## config.mk

```make
export PLATFORM = sky130hd
export DESIGN_NAME = fqg_ctrl_flat
export DESIGN_NICKNAME = d
export VERILOG_FILES = /design/src/include/fqg_pkg.sv /design/src/include/fqg_link_if.sv /design/src/rtl/fqg_ctrl.sv /design/src/flat_wrapper.sv
export SDC_FILE = /design/constraint.sdc
export NUM_CORES = 1
export LEC_CHECK = 0
export BUFFER_PORTS_ARGS = -buffer_cell sky130_fd_sc_hd__buf_2
export CORE_ASPECT_RATIO = 0.75
export CORE_MARGIN = 2
export CORE_UTILIZATION = 40
export DETAILED_ROUTE_END_ITERATION = 8
export GPL_TIMING_DRIVEN = 0
export PLACE_DENSITY = 0.69
export SLEW_MARGIN = 25
export SYNTH_ARGS = -nofsm -noshare
export SYNTH_HDL_FRONTEND = slang
export SYNTH_SLANG_ARGS = --single-unit
```

## constraint.sdc

```tcl
create_clock -name clk_i -period 2.11 [get_ports clk_i]
set_input_delay 0.211 -clock clk_i [delete_from_list [all_inputs] [get_ports clk_i]]
set_output_delay 0.211 -clock clk_i [all_outputs]
set_load 0.01 [all_outputs]
```

## src/include/fqg_pkg.sv

```systemverilog
// Purpose: shared constants of the guarded queue and its controller
// Assumes: one clock, byte addressed register bus with 32-bit words
// Notes:   queue defaults are plain sizes; override at instantiation
package fqg_pkg;
  // ----------------------------------------------------------------
  // queue defaults
  // ----------------------------------------------------------------
  localparam int FQG_DATA_W = 8;
  localparam int FQG_DEPTH = 8;
  localparam int FQG_AE_VALUE = 1;
  localparam int FQG_WR_LAT = 2;
  localparam bit FQG_OVF_GUARD = 1'b1;
  localparam bit FQG_UNF_GUARD = 1'b1;
  localparam bit FQG_WRCYCLE_FULL = 1'b0;
  // ----------------------------------------------------------------
  // controller register map (byte addresses)
  // ----------------------------------------------------------------
  localparam int FQG_ADDR_W = 5;
  localparam logic [4:0] FQG_CTRL_OFS = 5'h00;
  localparam logic [4:0] FQG_STATUS_OFS = 5'h04;
  localparam logic [4:0] FQG_WDATA_OFS = 5'h08;
  localparam logic [4:0] FQG_RDATA_OFS = 5'h0c;
  localparam logic [4:0] FQG_IRQ_STAT_OFS = 5'h10;
  localparam logic [4:0] FQG_IRQ_MASK_OFS = 5'h14;
  // ctrl bit: writing one asks for one word to be popped
  localparam int FQG_CTRL_POP_BIT = 0;
  // status bits; used-word count sits from FQG_ST_USEDW_LSB upward
  localparam int FQG_ST_PEND_WR_BIT = 0;
  localparam int FQG_ST_PEND_RD_BIT = 1;
  localparam int FQG_ST_FULL_BIT = 2;
  localparam int FQG_ST_EMPTY_BIT = 3;
  localparam int FQG_ST_AE_BIT = 4;
  localparam int FQG_ST_USEDW_LSB = 8;
  // interrupt events
  localparam int FQG_IRQ_W = 3;
  localparam int FQG_IRQ_PUSHED_BIT = 0;
  localparam int FQG_IRQ_POPPED_BIT = 1;
  localparam int FQG_IRQ_DROPPED_BIT = 2;
  localparam logic [FQG_IRQ_W-1:0] FQG_IRQ_MASK_RST = 3'h0;
endpackage

```

## src/include/fqg_link_if.sv

```systemverilog
// Purpose: request and flag wires between queue and its producer/consumer
// Assumes: both ends on the same clock
// Notes:   no clocking block; the bench joins the two ends through this
`timescale 1ns/1ps
interface fqg_link_if #(
  parameter int DATA_W = 8,
  parameter int CNT_W = 4
);
  logic wrreq;
  logic [DATA_W-1:0] data;
  logic rdreq;
  logic [DATA_W-1:0] q;
  logic full;
  logic empty;
  logic almost_empty;
  logic [CNT_W-1:0] usedw;

  modport queue (
    input wrreq, data, rdreq,
    output q, full, empty, almost_empty, usedw
  );
  modport user (
    output wrreq, data, rdreq,
    input q, full, empty, almost_empty, usedw
  );
endinterface

```

## src/rtl/fqg_ctrl.sv

```systemverilog
// Purpose: producer/consumer end; software pushes and pops over Avalon-MM
// Assumes: queue in normal output mode, q valid one cycle after rdreq
// Notes:   every access answers one cycle after it is presented
`timescale 1ns/1ps
module fqg_ctrl #(
  parameter int DATA_W = fqg_pkg::FQG_DATA_W,
  parameter int CNT_W = $clog2(fqg_pkg::FQG_DEPTH) + 1
) (
  input wire logic clk_i,
  input wire logic rstn_i,
  input wire logic [fqg_pkg::FQG_ADDR_W-1:0] avs_address_i,
  input wire logic avs_read_i,
  input wire logic avs_write_i,
  input wire logic [31:0] avs_writedata_i,
  output logic [31:0] avs_readdata_o,
  output logic avs_waitrequest_o,
  output logic irq_o,
  fqg_link_if.user link
);
  import fqg_pkg::*;

  if (DATA_W > 32 || CNT_W + FQG_ST_USEDW_LSB > 32) begin : g_bad_w
    $error("queue word or count too wide for a 32-bit register");
  end

  // ------------------------------------------------------------------
  // state
  // ------------------------------------------------------------------
  typedef struct packed {
    logic ack;
    logic pend_wr;
    logic pend_rd;
    logic cap;
    logic [DATA_W-1:0] wdata;
    logic [DATA_W-1:0] rdata;
    logic [31:0] rd;
    logic [FQG_IRQ_W-1:0] stat;
    logic [FQG_IRQ_W-1:0] mask;
  } fqg_ctrl_state_t;

  fqg_ctrl_state_t s_reg;
  fqg_ctrl_state_t s_next;
  logic req;
  logic take;
  logic wr_go;
  logic rd_go;
  logic [FQG_IRQ_W-1:0] ev;
  logic [31:0] status;

  // ------------------------------------------------------------------
  // queue requests
  // ------------------------------------------------------------------
  // requests fall in the very cycle the flag rises, whether or not the
  // queue guards itself
  assign wr_go = s_reg.pend_wr && !link.full;
  assign rd_go = s_reg.pend_rd && !link.empty;
  assign link.wrreq = wr_go;
  assign link.rdreq = rd_go;
  assign link.data = s_reg.wdata;

  // ------------------------------------------------------------------
  // bus slave
  // ------------------------------------------------------------------
  assign req = avs_read_i || avs_write_i;
  assign take = req && s_reg.ack;
  assign avs_waitrequest_o = req && !s_reg.ack;
  assign avs_readdata_o = s_reg.rd;
  assign irq_o = |(s_reg.stat & s_reg.mask);

  always_comb begin
    status = '0;
    status[FQG_ST_PEND_WR_BIT] = s_reg.pend_wr;
    status[FQG_ST_PEND_RD_BIT] = s_reg.pend_rd;
    status[FQG_ST_FULL_BIT] = link.full;
    status[FQG_ST_EMPTY_BIT] = link.empty;
    status[FQG_ST_AE_BIT] = link.almost_empty;
    status[FQG_ST_USEDW_LSB +: CNT_W] = link.usedw;
  end

  always_comb begin
    s_next = s_reg;
    ev = '0;
    s_next.ack = req && !s_reg.ack;
    if (wr_go) begin
      s_next.pend_wr = 1'b0;
      ev[FQG_IRQ_PUSHED_BIT] = 1'b1;
    end
    if (rd_go) begin
      s_next.pend_rd = 1'b0;
    end
    s_next.cap = rd_go;
    if (s_reg.cap) begin
      s_next.rdata = link.q;
      ev[FQG_IRQ_POPPED_BIT] = 1'b1;
    end
    if (req && !s_reg.ack) begin
      unique case (avs_address_i)
        FQG_STATUS_OFS: s_next.rd = status;
        FQG_RDATA_OFS: s_next.rd = 32'(s_reg.rdata);
        FQG_IRQ_STAT_OFS: s_next.rd = 32'(s_reg.stat);
        FQG_IRQ_MASK_OFS: s_next.rd = 32'(s_reg.mask);
        default: s_next.rd = '0;
      endcase
    end
    if (take && avs_write_i) begin
      unique case (avs_address_i)
        FQG_WDATA_OFS: begin
          // one word in flight; a second push while it waits is lost
          if (s_reg.pend_wr) begin
            ev[FQG_IRQ_DROPPED_BIT] = 1'b1;
          end else begin
            s_next.pend_wr = 1'b1;
            s_next.wdata = avs_writedata_i[DATA_W-1:0];
          end
        end
        FQG_CTRL_OFS: begin
          if (avs_writedata_i[FQG_CTRL_POP_BIT]) begin
            if (s_reg.pend_rd || s_reg.cap) begin
              ev[FQG_IRQ_DROPPED_BIT] = 1'b1;
            end else begin
              s_next.pend_rd = 1'b1;
            end
          end
        end
        FQG_IRQ_STAT_OFS: s_next.stat = s_reg.stat & ~avs_writedata_i[FQG_IRQ_W-1:0];
        FQG_IRQ_MASK_OFS: s_next.mask = avs_writedata_i[FQG_IRQ_W-1:0];
        default: ;
      endcase
    end
    // new events win over a clear in the same cycle
    s_next.stat = s_next.stat | ev;
  end

  always_ff @(posedge clk_i or negedge rstn_i) begin
    if (!rstn_i) begin
      s_reg <= '0;
      s_reg.mask <= FQG_IRQ_MASK_RST;
    end else begin
      s_reg <= s_next;
    end
  end

endmodule // fqg_ctrl

```

## src/flat_wrapper.sv

```systemverilog
// flat-port wrapper written by rule: the top's interface ports become plain ports
module fqg_ctrl_flat import fqg_pkg::*;
#(
  parameter int DATA_W = fqg_pkg::FQG_DATA_W,
  parameter int CNT_W = $clog2(fqg_pkg::FQG_DEPTH) + 1
)
  (clk_i, rstn_i, avs_address_i, avs_read_i, avs_write_i, avs_writedata_i, avs_readdata_o, avs_waitrequest_o, irq_o, link_wrreq, link_data, link_rdreq, link_q, link_full, link_empty, link_almost_empty, link_usedw);
  fqg_link_if #(.DATA_W(DATA_W), .CNT_W(CNT_W)) link_i ();
  input wire logic clk_i;
  input wire logic rstn_i;
  input wire logic [fqg_pkg::FQG_ADDR_W-1:0] avs_address_i;
  input wire logic avs_read_i;
  input wire logic avs_write_i;
  input wire logic [31:0] avs_writedata_i;
  output logic [31:0] avs_readdata_o;
  output logic avs_waitrequest_o;
  output logic irq_o;
  output wire logic [$bits(link_i.wrreq)-1:0] link_wrreq;
  output wire logic [$bits(link_i.data)-1:0] link_data;
  output wire logic [$bits(link_i.rdreq)-1:0] link_rdreq;
  input wire logic [$bits(link_i.q)-1:0] link_q;
  input wire logic [$bits(link_i.full)-1:0] link_full;
  input wire logic [$bits(link_i.empty)-1:0] link_empty;
  input wire logic [$bits(link_i.almost_empty)-1:0] link_almost_empty;
  input wire logic [$bits(link_i.usedw)-1:0] link_usedw;
  assign link_wrreq = link_i.wrreq;
  assign link_data = link_i.data;
  assign link_rdreq = link_i.rdreq;
  assign link_i.q = link_q;
  assign link_i.full = link_full;
  assign link_i.empty = link_empty;
  assign link_i.almost_empty = link_almost_empty;
  assign link_i.usedw = link_usedw;
  fqg_ctrl #(.DATA_W(DATA_W), .CNT_W(CNT_W)) u_core (.clk_i(clk_i), .rstn_i(rstn_i), .avs_address_i(avs_address_i), .avs_read_i(avs_read_i), .avs_write_i(avs_write_i), .avs_writedata_i(avs_writedata_i), .avs_readdata_o(avs_readdata_o), .avs_waitrequest_o(avs_waitrequest_o), .irq_o(irq_o), .link(link_i));
endmodule
```

==> summary.txt <==
Cells and area
  • Most frequent cells in the layout: buf_2 (54), buf_4 (40), dfrtp_1 (38)
  • Max reg flops: 18
  • Layout area overhead: 24.8%
  • Fillers: 483
  • Ant diodes: 0
  • Layout cells sized above 1: 47.9%
  • Commonest non-fill, non-tap cell in the layout: buf_2
  • Fin nets: 322
  • Fin util: 52.1%

Setup path
  • Crit path launch type: register
  • Crit path max fanout: 10
  • Worst r2r src: u_core.s_reg[57]
  • Kind of critical path: reg2out
  • CP endpoint kind: primary output
  • FF-to-FF path depth: 5
  • R2R Path End: u_core.link.data[0]
  • R2R setup slack: 0.53 ns
  • CP arrival: 1.45 ns
  • Worst EP required: 1.90 ns

Synthesis
  • Yosys reg bits: 38
  • FFs w/ async S/R, synth: 100%
  • Syn Std Cell Area: 2050 µm²
  • Post-Syn Instances: 186
  • Number of library cell types mapped by synthesis: 32
  • Top FF cell, synth: dfrtp_1
  • Register area share after synthesis: 46.5%
  • Number of synthesis warnings: 0
  • Post-synth EDFFs: 0
  • Synthesized area per cell: 11.0 µm²

Power
  • Pint: 1.21 mW
  • Switching share of power: 25.3%
  • Pwr Total: 1.62 mW
  • Sequential fraction of design power: 50.8%
  • Leakage power: 1.40 nW
  • Cell Pwr Density: 632 nW/µm²
  • Clock power frac: 31.1%
  • Max VDD drop: 0.000373 V
  • Comb power frac: 18.2%
  • Net Switching: 408 µW

Detailed routing
  • TritonRoute pass-1 iters: 4
  • Vias/cell: 4.62
  • Via count: 1511
  • Final wirelength: 4260 µm
  • DR iter-0 viols: 79
  • ANT nets after route: 0
  • Wire per inst: 13.0 µm
  • # DRC: 0

Die
  • Core area: 4900 µm²
  • # rows: 22
  • Die Area: 5710 µm²
  • Initial Util: 41.8%
  • Io pins: 100
  • Die Ht: 66.0 µm
  • Die span in x: 86.6 µm

CTS
  • Post-CTS Resized: 0
  • Root Driver: clkbuf_8
  • Postcts setup bufs: 0
  • H-tree Lvls: 2
  • CTS sink count: 38
  • CTS Hold Buffers Added: 0
  • CTS Buffer Depth: 2
  • Clk_lat worst skew: 0.28 ns
  • Worst-path clk slew: 0.07 ns
  • Total CTS buffers: 5
  • CTS tree: yes

Global route
  • Largest net degree at the start of global routing: 39
  • Layer with the highest usage: met2
  • Number of global-route vias before repair: 1412
  • GRT Util Overall: 15.6%
  • M2 GR Usage: 24.9%
  • Initial antenna violation count: 0
  • GR Overflow Total: 0
  • Met3 Track Usage GR: 4.62%
  • First-pass GRT wire length: 6800 µm
  • Grt met1 use: 20.9%

Timing
  • Slew Viols, Final: 0
  • Endpoints failing hold: 0
  • Setup TNS: 0 ns
  • Max Clk Rate: 0.604 GHz
  • Fin crit period: 1.66 ns
  • Worst Clk Skew: 0.00590 ns
  • Hold slack: 0.0314 ns
  • RSZ-0062 raised after global routing: no
  • Least-Margin Pin Slew: 0.837 ns
  • # setup viols final: 0
  • Slew HR: 44.2%
  • Crit share post-route: 78.5%

Status
  • Status: completed

Placed design
  • Placer Congestion: 0.828
  • # port buffers: 54
  • Detailed placement HPWL: 3230 µm

Hold path
  • Hold WC Path Type: in2async

Job
  • Max cap viols: 0
==> power groups by stage <==
| stage | Combinational [mW] | Clock (mW) | Sequential (mW) |
|---|---|---|---|
| after detailed placement | 0.295 | 0 | 0.833 |
| after floorplan | 0.200 | 0 | 0.821 |
| after CTS | 0.297 | 0.520 | 0.820 |
| final | 0.294 | 0.502 | 0.820 |
| after global routing | 0.323 | 0.552 | 0.828 |
| after global placement | 0.290 | 0 | 0.831 |
==> critical path, stage by stage, from the launching register on <==
cell and delay [ns]:
dfrtp_1 0.37, o21bai_2 0.19, clkinv_1 0.35, buf_2 0.25
==> how the worst max path moves through the flow <==
stage / slack, ns / end / cells past startpoint / startpoint
after CTS: 0.43 / avs_waitrequest_o / 3 / u_core.s_reg[57]
after global routing: 0.35 / avs_waitrequest_o / 3 / u_core.s_reg[57]
after detailed placement: 0.46 / u_core.s_reg[1] / 4 / avs_address_i[1]
after floorplan: 0.68 / u_core.link.data[0] / 5 / avs_address_i[4]
after global placement: 0.50 / u_core.s_reg[1] / 4 / avs_address_i[1]
final: 0.45 / avs_waitrequest_o / 3 / u_core.s_reg[57]
==> per-layer routing <==
layer	part of all wire [%]	vias up	wire length, µm
met5	0	-	0
met4	0.66	0	28
met1	45	720	1930
met3	6.8	2	290
li1	-	749	-
met2	47	40	2000
==> synthesized netlist by cell type, types with 2 or more instances <==
cell | instances | area [µm²]
nand3_1 | 4 | 20.0
nor2b_1 | 3 | 18.8
nand2_1 | 22 | 82.6
nand4_1 | 5 | 31.3
a21o_1 | 3 | 22.5
and3b_1 | 3 | 26.3
mux2_4 | 8 | 120
and3_1 | 3 | 18.8
buf_6 | 2 | 22.5
a32oi_1 | 3 | 26.3
dfrtp_1 | 38 | 951
buf_4 | 40 | 300
mux2_2 | 14 | 158
o21ai_0 | 13 | 65.1
clkbuf_1 | 5 | 18.8
a22oi_1 | 4 | 30.0
==> layout make-up <==
class	count	area, µm²	share of cell area [%]
clock inverter	1	5.00	0.196
timing repair buffer	54	270	10.6
multi-input combinational	118	818	32.0
tap	60	75.1	2.94
sequential	38	951	37.2
buffer	47	342	13.4
clock buffer	7	86.3	3.38
inverter	2	7.51	0.294
==> cell families (layout without fill, tap and decap cells) <==
logic type / after synthesis / in the layout / share of synthesized area [%]
other: 1 / 20 / 0.183
AND/OR/NAND/NOR: 49 / 49 / 13.8
AO/OA/AOI/OAI: 27 / 27 / 8.92
buffers and inverters: 49 / 111 / 17.1
multiplexers: 22 / 22 / 13.6
flip-flops: 38 / 38 / 46.5
==> per-stage QoR <==
stage,instance area (µm²),worst slack [ns],cells
final,2550,0.453,327
after global routing,2550,0.353,327
after CTS,2550,0.432,327
after detailed placement,2460,0.464,319
after global placement,2460,0.497,319
after floorplan,2120,0.681,205
No activity file was read; power rests on OpenSTA's default activity.
